===== config.mk =====
export PLATFORM = sky130hd
export DESIGN_NAME = iod_output_regs
export DESIGN_NICKNAME = d
export VERILOG_FILES = /design/src/verilog/iod_pkg.sv /design/src/verilog/iod_output_regs.sv
export SDC_FILE = /design/constraint.sdc
export NUM_CORES = 2
export LEC_CHECK = 0
export BUFFER_PORTS_ARGS = -buffer_cell sky130_fd_sc_hd__buf_2
export CAP_MARGIN = 5
export CORE_MARGIN = 4
export CORE_UTILIZATION = 40
export CTS_CLUSTER_DIAMETER = 150
export CTS_CLUSTER_SIZE = 24
export DETAILED_ROUTE_END_ITERATION = 10
export GPL_ROUTABILITY_DRIVEN = 0
export PLACE_DENSITY_LB_ADDON = 0.1
export SLEW_MARGIN = 25
export SYNTH_ARGS = -nofsm -noshare
export SYNTH_HDL_FRONTEND = slang
export SYNTH_SLANG_ARGS = --single-unit
export TNS_END_PERCENT = 1

===== constraint.sdc =====
create_clock -name clk -period 30.1 [get_ports clk]
set_clock_uncertainty 0.15 [all_clocks]
set_input_delay 6.02 -clock clk [delete_from_list [all_inputs] [get_ports clk]]
set_output_delay 6.02 -clock clk [all_outputs]
set_load 0.005 [all_outputs]

===== src/verilog/iod_pkg.sv =====
// iod_pkg: constants, register map and carrier types of the output data registers
// assumes a 20 MHz system clock and a 16-bit word register map on the serial link
`default_nettype none
package iod_pkg;
  localparam int              CLK_HZ            = 20_000_000;
  localparam int              SAMPLE_RATE_SPS   = 2000;
  localparam int              SAMPLE_PERIOD_DEF = CLK_HZ / SAMPLE_RATE_SPS;
  localparam real             TS_LSB_US         = 49.02;
  localparam int              TS_LSB_CYC        = int'($floor(TS_LSB_US * CLK_HZ / 1.0E6));
  localparam int              GYRO_CNT_PER_DPS  = 10;
  localparam int              DANG_FS_DEG       = 2160;
  // delta angle scale: 2^31 / (2 * fs * 10 * 2160), held with 16 fraction bits
  localparam longint          DANG_K_FULL       = (64'sh1 <<< 47) /
    (longint'(2 * SAMPLE_RATE_SPS) * GYRO_CNT_PER_DPS * DANG_FS_DEG);
  localparam logic signed [22:0] DANG_K_Q16     = 23'(DANG_K_FULL);

  localparam logic [2:0][6:0] OFS_RATE_LOW   = {7'h0C, 7'h08, 7'h04};
  localparam logic [2:0][6:0] OFS_RATE_HIGH  = {7'h0E, 7'h0A, 7'h06};
  localparam logic [2:0][6:0] OFS_ACCEL_LOW  = {7'h18, 7'h14, 7'h10};
  localparam logic [2:0][6:0] OFS_ACCEL_HIGH = {7'h1A, 7'h16, 7'h12};
  localparam logic [2:0][6:0] OFS_DANG_LOW   = {7'h2C, 7'h28, 7'h24};
  localparam logic [2:0][6:0] OFS_DANG_HIGH  = {7'h2E, 7'h2A, 7'h26};
  localparam logic [6:0]      OFS_TEMP       = 7'h1C;
  localparam logic [6:0]      OFS_TSTAMP     = 7'h1E;
  localparam logic [6:0]      OFS_COUNT      = 7'h22;
  localparam logic [6:0]      OFS_MISC       = 7'h60;
  localparam logic [6:0]      OFS_DEC        = 7'h64;
  localparam logic [6:0]      OFS_CMD        = 7'h68;

  localparam int              MISC_SYNC_LSB    = 2;
  localparam logic [2:0]      SYNC_MODE_SCALED = 3'h2;
  localparam int              CMD_SRST_BIT     = 7;
  localparam logic [15:0]     ACCEL_HI_MAX     = 16'h7D00;
  localparam logic [15:0]     ACCEL_HI_MIN     = 16'h8300;
  localparam logic [15:0]     MISC_RST         = 16'h0000;
  localparam logic [15:0]     DEC_RST          = 16'h0000;
  localparam logic [15:0]     COUNT_RST        = 16'h0000;
  localparam logic [3:0]      PIN_RST          = 4'h3;
  localparam int              PIN_SCLK         = 0;
  localparam int              PIN_CS           = 1;
  localparam int              PIN_MOSI         = 2;
  localparam int              PIN_SYNC         = 3;

  typedef struct packed {
    logic [2:0][31:0] rate;
    logic [2:0][31:0] accel;
    logic [15:0]      temp;
  } iod_sample_t;

  typedef struct packed {
    logic       wr;
    logic [6:0] addr;
    logic [7:0] data;
  } iod_frame_t;
endpackage : iod_pkg
`default_nettype wire


===== src/verilog/iod_output_regs.sv =====
// iod_output_regs: output data registers with decimation, delta angle and serial access
// assumes front-end samples on clk, serial pins and sync pin asynchronous to clk
//
// Contract
// - accel high words are 16-bit two's complement, 0 g is 0x0000, 1 LSB is 1.25 mg.
// - accel low words extend the high words into one 32-bit two's complement value.
// - accel range is +/-40 g, the high word saturating at 0x7D00 and 0x8300.
// - the temperature word is two's complement, 0x0000 at 0 C, 1 LSB is 0.1 C.
// - the time stamp counts time since the last sync pulse in 49.02 us steps; the code steps every 980 clk cycles, 49.00 us at 20 MHz.
// - the time stamp is meaningful when the sync mode field bits 4:2 hold 010.
// - each update loads the time stamp taken at the last sample of that update.
// - the update counter clears to 0x0000 at power-on and on a reset command.
// - the update counter steps by one per update and wraps from 0xFFFF to 0x0000.
// - the update counter reads as a 16-bit unsigned count over the whole word.
// - delta angle is the sum of adjacent rate pairs over a period over 2 fs.
// - each delta angle covers the decimation setting plus one samples.
// - the internal sample clock runs at a nominal 2000 samples per second.
// - each delta angle axis is two 16-bit words forming one 32-bit value.
// - rate high words are two's complement, 0x0000 at rest, 1 LSB 0.1 deg/s.
`timescale 1ns/1ps
`default_nettype none
module iod_output_regs
  import iod_pkg::*;
#(
  parameter int SAMPLE_PERIOD_CYC = SAMPLE_PERIOD_DEF
)
(
  input  wire logic        clk,
  input  wire logic        sys_rst,
  input  wire logic        spi_sclk,
  input  wire logic        spi_cs_n,
  input  wire logic        spi_mosi,
  input  wire logic        sync_in,
  input  wire iod_sample_t sample_i,
  output var  logic        spi_miso,
  output var  logic        spi_miso_oe,
  output var  logic        data_ready
);

  // pin synchronisers: a level counts once the second and third stages agree
  logic [3:0] pin_m_q;
  logic [3:0] pin_s2_q;
  logic [3:0] pin_s3_q;
  logic [3:0] pin_lvl_q;
  logic [3:0] pin_prev_q;
  wire  logic [3:0] pins_w = {sync_in, spi_mosi, spi_cs_n, spi_sclk};
  wire  logic [3:0] pin_lvl_d = (pin_s2_q & pin_s3_q) |
                                (pin_lvl_q & (pin_s2_q | pin_s3_q));
  wire  logic [3:0] rise_w = pin_lvl_q & ~pin_prev_q;
  wire  logic [3:0] fall_w = ~pin_lvl_q & pin_prev_q;

  always_ff @(posedge clk or posedge sys_rst)
  begin
    if (sys_rst)
    begin
      pin_m_q    <= PIN_RST;
      pin_s2_q   <= PIN_RST;
      pin_s3_q   <= PIN_RST;
      pin_lvl_q  <= PIN_RST;
      pin_prev_q <= PIN_RST;
    end
    else
    begin
      pin_m_q    <= pins_w;
      pin_s2_q   <= pin_m_q;
      pin_s3_q   <= pin_s2_q;
      pin_lvl_q  <= pin_lvl_d;
      pin_prev_q <= pin_lvl_q;
    end
  end

  wire logic cs_act    = ~pin_lvl_q[PIN_CS];
  wire logic cs_fall   = fall_w[PIN_CS];
  wire logic mosi_w    = pin_lvl_q[PIN_MOSI];
  wire logic sync_rise = rise_w[PIN_SYNC];

  // serial frame: write flag, 7-bit address, data byte; reads answer in next frame
  logic [15:0] rx_q;
  logic [15:0] tx_q;
  logic [3:0]  bit_q;
  logic [15:0] rd_word;
  iod_frame_t  frame_w;
  wire  logic  bit_edge   = cs_act & rise_w[PIN_SCLK];
  wire  logic  frame_done = bit_edge & (bit_q == 4'hF);
  assign frame_w = iod_frame_t'({rx_q[14:0], mosi_w});
  wire  logic [6:0] rd_addr = {frame_w.addr[6:1], 1'h0};
  wire  logic  write_w    = frame_done & frame_w.wr;

  always_ff @(posedge clk or posedge sys_rst)
  begin
    if (sys_rst)
    begin
      rx_q     <= 16'h0000;
      tx_q     <= 16'h0000;
      bit_q    <= 4'h0;
      spi_miso <= 1'h0;
    end
    else if (cs_fall)
    begin
      bit_q    <= 4'h0;
      spi_miso <= tx_q[15];
    end
    else if (bit_edge)
    begin
      rx_q  <= {rx_q[14:0], mosi_w};
      bit_q <= bit_q + 4'h1;
      if (frame_done)
      begin
        tx_q     <= rd_word;
        spi_miso <= rd_word[15];
      end
      else
      begin
        tx_q     <= {tx_q[14:0], 1'h0};
        spi_miso <= tx_q[14];
      end
    end
  end

  // control words written by the host
  logic [15:0] misc_q;
  logic [15:0] dec_q;
  wire  logic [15:0] wr_merge_misc = frame_w.addr[0] ? {frame_w.data, misc_q[7:0]}
                                                     : {misc_q[15:8], frame_w.data};
  wire  logic [15:0] wr_merge_dec  = frame_w.addr[0] ? {frame_w.data, dec_q[7:0]}
                                                     : {dec_q[15:8], frame_w.data};
  wire  logic misc_hit   = write_w & (rd_addr == OFS_MISC);
  wire  logic dec_hit    = write_w & (rd_addr == OFS_DEC);
  wire  logic soft_rst_w = write_w & (frame_w.addr == OFS_CMD) & frame_w.data[CMD_SRST_BIT];
  wire  logic scaled_w   = misc_q[MISC_SYNC_LSB +: 3] == SYNC_MODE_SCALED;

  always_ff @(posedge clk or posedge sys_rst)
  begin
    if (sys_rst)
    begin
      misc_q <= MISC_RST;
      dec_q  <= DEC_RST;
    end
    else
    begin
      if (misc_hit)
        misc_q <= wr_merge_misc;
      if (dec_hit)
        dec_q <= wr_merge_dec;
    end
  end

  // internal sample clock and decimation
  logic [15:0] tick_cnt_q;
  logic [15:0] smp_cnt_q;
  wire  logic  tick_w  = tick_cnt_q == 16'(SAMPLE_PERIOD_CYC - 1);
  wire  logic  first_w = smp_cnt_q == 16'h0000;
  wire  logic  upd_w   = tick_w & (smp_cnt_q == dec_q) & ~soft_rst_w;

  always_ff @(posedge clk or posedge sys_rst)
  begin
    if (sys_rst)
    begin
      tick_cnt_q <= 16'h0000;
      smp_cnt_q  <= 16'h0000;
    end
    else
    begin
      tick_cnt_q <= tick_w ? 16'h0000 : tick_cnt_q + 16'h0001;
      if (soft_rst_w || (tick_w && smp_cnt_q == dec_q))
        smp_cnt_q <= 16'h0000;
      else if (tick_w)
        smp_cnt_q <= smp_cnt_q + 16'h0001;
    end
  end

  // sync-relative time stamp
  logic [15:0] ts_div_q;
  logic [15:0] ts_cnt_q;
  logic [15:0] ts_q;
  wire  logic  ts_step = ts_div_q == 16'(TS_LSB_CYC - 1);

  always_ff @(posedge clk or posedge sys_rst)
  begin
    if (sys_rst)
    begin
      ts_div_q <= 16'h0000;
      ts_cnt_q <= 16'h0000;
      ts_q     <= 16'h0000;
    end
    else
    begin
      if (sync_rise)
      begin
        ts_div_q <= 16'h0000;
        ts_cnt_q <= 16'h0000;
      end
      else if (ts_step)
      begin
        ts_div_q <= 16'h0000;
        ts_cnt_q <= ts_cnt_q + 16'h0001;
      end
      else
        ts_div_q <= ts_div_q + 16'h0001;
      if (upd_w)
        ts_q <= scaled_w ? ts_cnt_q : 16'h0000;
    end
  end

  // update counter and data ready flag
  logic [15:0] cnt_q;
  logic [15:0] temp_q;

  always_ff @(posedge clk or posedge sys_rst)
  begin
    if (sys_rst)
    begin
      cnt_q      <= COUNT_RST;
      temp_q     <= 16'h0000;
      data_ready <= 1'h0;
      spi_miso_oe <= 1'h0;
    end
    else
    begin
      if (soft_rst_w)
        cnt_q <= COUNT_RST;
      else if (upd_w)
        cnt_q <= cnt_q + 16'h0001;
      if (upd_w)
        temp_q <= sample_i.temp;
      if (upd_w)
        data_ready <= 1'h1;
      else if (cs_fall)
        data_ready <= 1'h0;
      spi_miso_oe <= cs_act;
    end
  end

  // per-axis rate, acceleration and delta angle
  logic [2:0][31:0] rate_q;
  logic [2:0][31:0] accel_q;
  logic [2:0][31:0] dang_q;
  logic [2:0][15:0] prev_q;
  logic [2:0][33:0] acc_q;
  logic [2:0][15:0] ax_rd;

  for (genvar i = 0; i < 3; i++)
  begin : g_axis
    wire logic [15:0] rate_hi = sample_i.rate[i][31:16];
    wire logic [16:0] pair_w  = {rate_hi[15], rate_hi} + {prev_q[i][15], prev_q[i]};
    wire logic [33:0] pair_x  = {{17{pair_w[16]}}, pair_w};
    wire logic [33:0] acc_new = first_w ? pair_x : acc_q[i] + pair_x;
    wire logic signed [56:0] prod_w = $signed(acc_new) * DANG_K_Q16;
    wire logic [31:0] accel_in = sample_i.accel[i];
    wire logic over_w  = $signed(accel_in) > $signed({ACCEL_HI_MAX, 16'h0000});
    wire logic under_w = $signed(accel_in) < $signed({ACCEL_HI_MIN, 16'h0000});
    wire logic [31:0] accel_sat = over_w  ? {ACCEL_HI_MAX, 16'h0000} :
                                  under_w ? {ACCEL_HI_MIN, 16'h0000} : accel_in;

    always_ff @(posedge clk or posedge sys_rst)
    begin
      if (sys_rst)
      begin
        acc_q[i]   <= 34'h000000000;
        prev_q[i]  <= 16'h0000;
        rate_q[i]  <= 32'h00000000;
        accel_q[i] <= 32'h00000000;
        dang_q[i]  <= 32'h00000000;
      end
      else
      begin
        if (soft_rst_w)
        begin
          acc_q[i]  <= 34'h000000000;
          prev_q[i] <= 16'h0000;
        end
        else if (tick_w)
        begin
          acc_q[i]  <= acc_new;
          prev_q[i] <= rate_hi;
        end
        if (upd_w)
        begin
          rate_q[i]  <= sample_i.rate[i];
          accel_q[i] <= accel_sat;
          dang_q[i]  <= prod_w[47:16];
        end
      end
    end

    assign ax_rd[i] =
      (rd_addr == OFS_RATE_LOW[i])   ? rate_q[i][15:0]  :
      (rd_addr == OFS_RATE_HIGH[i])  ? rate_q[i][31:16] :
      (rd_addr == OFS_ACCEL_LOW[i])  ? accel_q[i][15:0] :
      (rd_addr == OFS_ACCEL_HIGH[i]) ? accel_q[i][31:16] :
      (rd_addr == OFS_DANG_LOW[i])   ? dang_q[i][15:0]  :
      (rd_addr == OFS_DANG_HIGH[i])  ? dang_q[i][31:16] : 16'h0000;

    AST_ACCEL_RANGE: assert property (@(posedge clk) disable iff (sys_rst)
      ($signed(accel_q[i][31:16]) <= $signed(ACCEL_HI_MAX)) &&
      ($signed(accel_q[i][31:16]) >= $signed(ACCEL_HI_MIN)))
      else $error("acceleration high word beyond 40 g");

    AST_RATE_LOAD: assert property (@(posedge clk) disable iff (sys_rst)
      upd_w |=> rate_q[i] == $past(sample_i.rate[i]))
      else $error("rate word not loaded from the update sample");

    AST_DANG_HOLD: assert property (@(posedge clk) disable iff (sys_rst)
      !upd_w |=> $stable(dang_q[i]))
      else $error("delta angle changed outside an update");
  end

  wire logic [15:0] sc_rd =
    (rd_addr == OFS_TEMP)   ? temp_q :
    (rd_addr == OFS_TSTAMP) ? ts_q   :
    (rd_addr == OFS_COUNT)  ? cnt_q  :
    (rd_addr == OFS_MISC)   ? misc_q :
    (rd_addr == OFS_DEC)    ? dec_q  : 16'h0000;
  assign rd_word = ax_rd[0] | ax_rd[1] | ax_rd[2] | sc_rd;

  AST_CNT_STEP: assert property (@(posedge clk) disable iff (sys_rst)
    upd_w |=> cnt_q == 16'($past(cnt_q) + 16'h0001))
    else $error("update counter did not step by one");

  AST_CNT_CLEAR: assert property (@(posedge clk) disable iff (sys_rst)
    soft_rst_w |=> cnt_q == COUNT_RST)
    else $error("update counter not cleared by reset command");

  AST_CNT_ONLY_UPD: assert property (@(posedge clk) disable iff (sys_rst)
    !$stable(cnt_q) |-> $past(upd_w) || $past(soft_rst_w))
    else $error("update counter moved without an update");

  AST_TS_LOAD: assert property (@(posedge clk) disable iff (sys_rst)
    upd_w && scaled_w |=> ts_q == $past(ts_cnt_q))
    else $error("time stamp not taken at the update sample");

  AST_TS_UNSCALED: assert property (@(posedge clk) disable iff (sys_rst)
    upd_w && !scaled_w |=> ts_q == 16'h0000)
    else $error("time stamp loaded outside scaled sync mode");

  AST_TS_SYNC: assert property (@(posedge clk) disable iff (sys_rst)
    sync_rise |=> ts_cnt_q == 16'h0000 ##1 ts_cnt_q == 16'h0000)
    else $error("time stamp not restarted by sync edge");

  AST_TICK_GAP: assert property (@(posedge clk) disable iff (sys_rst)
    tick_w |=> !tick_w [*8])
    else $error("sample ticks too close together");

  AST_DEC_COUNT: assert property (@(posedge clk) disable iff (sys_rst)
    upd_w |-> tick_w && smp_cnt_q == dec_q ##1 smp_cnt_q == 16'h0000)
    else $error("update not at the end of a decimation period");

endmodule : iod_output_regs
`default_nettype wire


-- Yosys cells after proc, flatten, opt, wreduce, memory -nomap -nowiden
Cells that the tools add are included.
- add/sub/neg operators: 12
- multiply operators: 3
- $lt $le $gt $ge: 6
- equal/unequal tests: 29
- multiplexer cells: 62
- bitwise gates (word level): 24
- reduce and logical (&&, ||, !) cells: 14
- operators by type and width (operator ; count):
    2-to-1 mux 16 bit ; 40
    2-to-1 mux 34 bit ; 9
    2-to-1 mux 32 bit ; 6
    multiplier 34 x 21 -> 47 bit, second input constant ; 3
    adder 34 bit ; 3
    greater-than comparator 32 bit, second input constant ; 3
    less-than comparator 32 bit, second input constant ; 3
    adder 16 x 1 -> 16 bit, second input constant ; 5
    adder 16 x 16 -> 17 bit ; 3
    equality test 6 x 4 -> 1 bit, second input constant ; 8
    bitwise OR 16 bit ; 3
    equality test 6 x 5 -> 1 bit, second input constant ; 7
    equality test 6 x 3 -> 1 bit, second input constant ; 4
    equality test 16 x 10 -> 1 bit, second input constant ; 1
    equality test 16 x 14 -> 1 bit, second input constant ; 1
    equality test 16 bit ; 1
    zero test 16 bit ; 1
    bitwise AND 4 bit ; 3
    equality test 6 x 2 -> 1 bit, second input constant ; 2
    equality test 6 bit, second input constant ; 2
    nonzero test 2 bit ; 6
    AND reduction 2 bit ; 5
    bitwise AND 1 bit ; 9
    2-to-1 mux 4 bit ; 2
    12 further kinds ; 20
- flip-flop bits (word level): 640
- bits of input ports: 214
- output and inout bits: 3

-- Logic depth before layout (Yosys ltp)
- depth in word-level cells: 13
- depth in mapped cells: 47
- mapped depth without buffers: 47

-- Worst setup path after synthesis
No wires, ideal clock.
- kind: in2reg
- start: input port sample_i[128] in the netlist's numbering
- end: register dang_q[31] in the netlist's numbering
- setup time: 0.137 ns
- arrival: 16.566 ns
- required time: 29.813 ns
- setup slack: 13.248 ns
- cell stages on the path: 42
- buffers on the path: 0
- path through: ha_1 inv_1 fa_1 nor2b_1 o21ai_0 a21oi_1 o41ai_1 o21ai_0 o211ai_1 a31oi_1 inv_1 ha_1 a21o_1 a211o_1 nand3_1 a41o_1 a311o_1 o211ai_1 [... 6 more ...] fa_1 inv_1 fa_1 inv_1 fa_1 fa_1 fa_1 inv_1 fa_1 inv_1 ha_1 nand2_1 nor4_1 o41a_1 a41o_1 a21oi_1 xnor2_1 a21oi_1
- longest elaborated chain between the ends: 4
- ends and longest elaborated chain (element ; line ; text):
    start, declared ; iod_output_regs.sv:34 ; input wire iod_sample_t sample_i,
    adder 16 x 16 -> 17 bit (*) ; iod_output_regs.sv:245 ; wire logic [16:0] pair_w = {rate_hi[15], rate_hi} + {prev_q[i][15], prev_q[i]};
    adder 34 bit ; iod_output_regs.sv:247 ; wire logic [33:0] acc_new = first_w ? pair_x : acc_q[i] + pair_x;
    2-to-1 mux 34 bit (*) ; iod_output_regs.sv:247 ;
    multiplier 34 x 21 -> 47 bit (*) ; iod_output_regs.sv:248 ; wire logic signed [56:0] prod_w = $signed(acc_new) * DANG_K_Q16;
    end signal, assigned by index ; iod_output_regs.sv:281 ; dang_q[i] <= prod_w[47:16];
    end, declared ; iod_output_regs.sv:237 ; logic [2:0][31:0] dang_q;
Mark *: on every way between the ends. The rest lies on a longest branch, timed or not.
A chain may end at the register's enable or synchronous reset.

-- Final worst setup path
Ends and elaborated chain as after synthesis.

==> results.md <==
- The flow ran to the end, and the final reports show no timing, DRC or antenna violations.
- Across the run, the number of max-cap violations was 0.
- The area of the core region is around 0.17 sq mm.
- The number of antenna violations at the first check in global routing is 2.
- The I/O pin total is 217.
- The final hold violation count is 0.
- The capture point of the worst path is dang_q[31].
- In the layout the commonest cells are sky130_fd_sc_hd__inv_1 (1381), sky130_fd_sc_hd__nand2_1 (1093), sky130_fd_sc_hd__fa_1 (930), sky130_fd_sc_hd__ha_1 (719), sky130_fd_sc_hd__dfrtp_1 (629).
- The tightest slew margin relative to the limit is 23.5%.
- For the worst setup path, the data arrival time is between 15 and 20 ns.
- The maximum achievable frequency is roughly 56 MHz.
- The largest net degree at the start of global routing is 163.
- Cells fill 43.1% of the core in the end.
- The hold-critical path depth is 0.
- The area growth from synthesis to layout is 7.12%.
- The number of global-route vias before repair is ~54000.
- 0 antenna diodes ended up in the layout.
- The port buffer count is 216.
- The count of distinct cell types in the synthesized netlist is 87.
- The detailed router finished its first iteration with roughly 4000 violations.
- The endpoint identified for the worst register-to-register timing path is dang_q[31].
- After detailed routing, the number of vias per cell comes to around 5.2.
- The most prevalent standard cell on the critical path is sky130_fd_sc_hd__fa_1.
- The path category of the worst min-delay check is reg2reg.
- The clock passes through at most 3 buffers.
- The final count of pins violating max slew is 0.
- The standard-cell row count is roughly 150.
- In this run, post-CTS repair resized a total of 0 instances.
- Averaged over all synthesized cells, the footprint is ~9.4 sq um.
- The number of nets in the finished design is 9346.
- For this block, the routed nets add up to 219 mm of wire.
- The number of placed instances, taps included, is between 9000 and 10000.
- The die covers 0.179 sq mm.
- The sort of element at the start of the critical path is an input pin.
- The share of layout cells above drive strength 1 is under 10%.
- In the routed design, unresolved DRC markers number 0.
- TritonCTS created 35 clock buffers.
- Setup repair after global routing left no endpoint under its margin.
- The die extent in y is around 420 um.
- The total clock sinks is 639.
- The worst reg-to-reg setup slack is roughly 17 ns.
- The total setup buffers inserted after CTS is 0.
- Ranked by total cell area, the synthesized netlist is headed by sky130_fd_sc_hd__fa_1 (27%), sky130_fd_sc_hd__dfrtp_1 (23%), sky130_fd_sc_hd__ha_1 (13%), sky130_fd_sc_hd__inv_1 (7.5%), sky130_fd_sc_hd__nand2_1 (6.0%).
- Summed over all instances, the cell type with the most area after synthesis is sky130_fd_sc_hd__fa_1.
- The worst register-to-register path begins at prev_q[0].
- The pre-CTS setup slack is between 10 and 15 ns.
- The initial standard-cell utilization of the core is 40.2%.
- Measured along the x axis, the die boundary spans 423 um.
- In the synthesized netlist, mux cells make up less than 1% of the area.
- The first global-routing pass estimated between 300 and 400 mm of wire.
- The path type of the worst setup path is in2reg.
- After layout, the worst setup slack is ~12 ns.
- The xor/xnor share of the synthesized area is slightly above 4%.
- After clock tree synthesis, the clock-pin slew on the worst setup and hold paths is approximately 0.10 ns.
- The adder and majority cell fraction of the synthesized area is approximately two fifths.
- The slew of the pin with the lowest slew margin is between 1 and 1.5 ns.
- The simple-gate area share of the yosys netlist is 12.3%.
- The non-filler instance count after layout is roughly 9800.
- The summed instance area of the synthesized netlist is roughly 0.069 sq mm.
- Buffers inserted to repair hold after CTS numbered 0.
- The count of TritonRoute iterations in the first routing pass is 7.
- The synthesized design contains 0 enable-type register cells.
- In the final routed layout, each cell accounts on average for around 22 um.
- TritonCTS built the clock tree.
- The latest clock arrival within the worst-skew pair is between 0.6 and 0.7 ns.
- The final setup TNS is 0 ns.
- The dominant synthesized flop cell is sky130_fd_sc_hd__dfrtp_1.
- In this run, synthesis produced a sequential element count of around 640.
- The largest individual stage delay along the critical path comes from the cell sky130_fd_sc_hd__o21ai_0.
- The library cell used most frequently in the layout, excluding fill and tap cells, is sky130_fd_sc_hd__inv_1.
- On the worst path, the slowest cell contributes a delay of approximately 0.74 ns.
- The total of warnings raised by yosys is 0.
- The number of nets handed over by synthesis was about 9200.
- The clock tree root buffer cell is sky130_fd_sc_hd__clkbuf_16.
- The number of levels the H-tree was split into is 2.
- The share of synthesized area in the top cell type comes to a little over a quarter.
- The worst register-to-register path has a depth of 42.
- After layout, the minimum clock period comes to about 18 ns.
- The share of the clock period used by the worst path after layout is between 50% and 60%.
- The first element of the critical path is sample_i[128].
- Of all flip-flops after synthesis, the portion carrying an async set or reset was 100%.
- The count of antenna-violating nets left after detailed routing is 0.
- The largest family of logic cells by synthesized area is adder cells.
- STA puts the critical path data required time at a little over 30 ns.
- After global routing the overflow that remains totals 0.
- Summing the sequential cell areas from Yosys gives between 20 and 25% of the chip area.
- The type of element capturing the critical path is a register.
- Counting every instance in the synthesized netlist gives ~7400.
- The via total after detailed routing is 51244.
- The synthesized netlist devotes a little over a tenth of its cell area to compound gates.
- Setup violations remaining at the end of the flow were counted as 0.
- The global routing usage summed across all routing layers is between 20% and 30%.
- Along the worst path, the maximum fanout reaches 20.
- The HPWL after detailed placement is between 150 and 200 mm.
state kept, by name, indices dropped and copies added, names as in the netlist, 3 cells and up:
register    cells
acc_q         102
accel_q        96
bit_q           4
cnt_q          16
dang_q         96
dec_q          16
misc_q         16
pin_lvl_q       4
pin_m_q         4
pin_prev_q      3
pin_s2_q        4
pin_s3_q        4
prev_q         48
rate_q         96
rx_q           15
smp_cnt_q      16
temp_q         16
tick_cnt_q     16
ts_cnt_q       16
ts_div_q       16
ts_q           16
tx_q           16
worst max-delay path: cells and delay by family:
family,cells,cell delay (ns)
buffers and inverters,5,0.86
xor gates and xnor gates,2,0.23
AOI/OAI and AO/OA,22,5.77
adders and majority gates,11,4.89
and+or+nand+nor,3,0.37
synthesized netlist by cell type (37+ instances only):
cell                          n
sky130_fd_sc_hd__nand4_1     58
sky130_fd_sc_hd__dfrtp_1    629
sky130_fd_sc_hd__ha_1       719
sky130_fd_sc_hd__a21oi_1    321
sky130_fd_sc_hd__a221oi_1    52
sky130_fd_sc_hd__a21o_1      99
sky130_fd_sc_hd__o21a_1      38
sky130_fd_sc_hd__xor2_1     135
sky130_fd_sc_hd__clkbuf_1   164
sky130_fd_sc_hd__inv_1     1382
sky130_fd_sc_hd__nor2_1     344
sky130_fd_sc_hd__a22o_1      41
sky130_fd_sc_hd__nand2b_1    62
sky130_fd_sc_hd__fa_1       930
sky130_fd_sc_hd__mux2_2      48
sky130_fd_sc_hd__a211oi_1    37
sky130_fd_sc_hd__nand2_1   1094
sky130_fd_sc_hd__and3_1      42
sky130_fd_sc_hd__nor3_1      77
sky130_fd_sc_hd__nand3_1    137
sky130_fd_sc_hd__xnor2_1    186
sky130_fd_sc_hd__o21ai_0    292
sky130_fd_sc_hd__a22oi_1     59
layer usage:
metal / share of wire [%] / GRT usage [%] / up-vias
li1: - / - / 23943
met1: 46 / 34.6 / 25887
met2: 46 / 39.8 / 1162
met3: 4.0 / 2.13 / 252
met4: 4.2 / 8.54 / 0
met5: 0 / 0 / -
metrics by stage:
step	hold slack, ns	instance area, sq um
after floorplan	0.181	69000
after global placement	0.194	72800
after detailed placement	0.185	72800
after CTS	0.215	73900
after global routing	0.219	73900
final	0.213	73900
cell families (layout without fill, tap and decap cells):
family                     after synthesis  after routing
xor gates and xnor gates               321            321
muxes                                   59             59
adders and majority gates             1653           1653
AOI/OAI and AO/OA                     1146           1146
DFF                                    639            639
and+or+nand+nor                       1958           1958
buffers and inverters                 1587           1724
worst min-delay path by stage:
stage / from / to / slack (ns)
after floorplan: pin_m_q[2] / pin_s2_q[2] / 0.18
after global placement: pin_m_q[2] / pin_s2_q[2] / 0.19
after detailed placement: pin_m_q[2] / pin_s2_q[2] / 0.18
after CTS: pin_m_q[1] / pin_s2_q[1] / 0.21
after global routing: pin_m_q[1] / pin_s2_q[1] / 0.22
final: pin_m_q[1] / pin_s2_q[1] / 0.21
area by class of cell:
cell class,instances,area (sq um)
Clock buffer,44,910
Clock inverter,10,149
Fill cell,17047,97600
Inverter,1382,5190
Multi-Input combinational cell,5137,47100
Sequential cell,639,16000
Tap cell,2310,2890
Timing Repair Buffer,288,1680
Power is not shown: default switching activity piles up to over one toggle a cycle in this logic, so the estimate is an artifact.
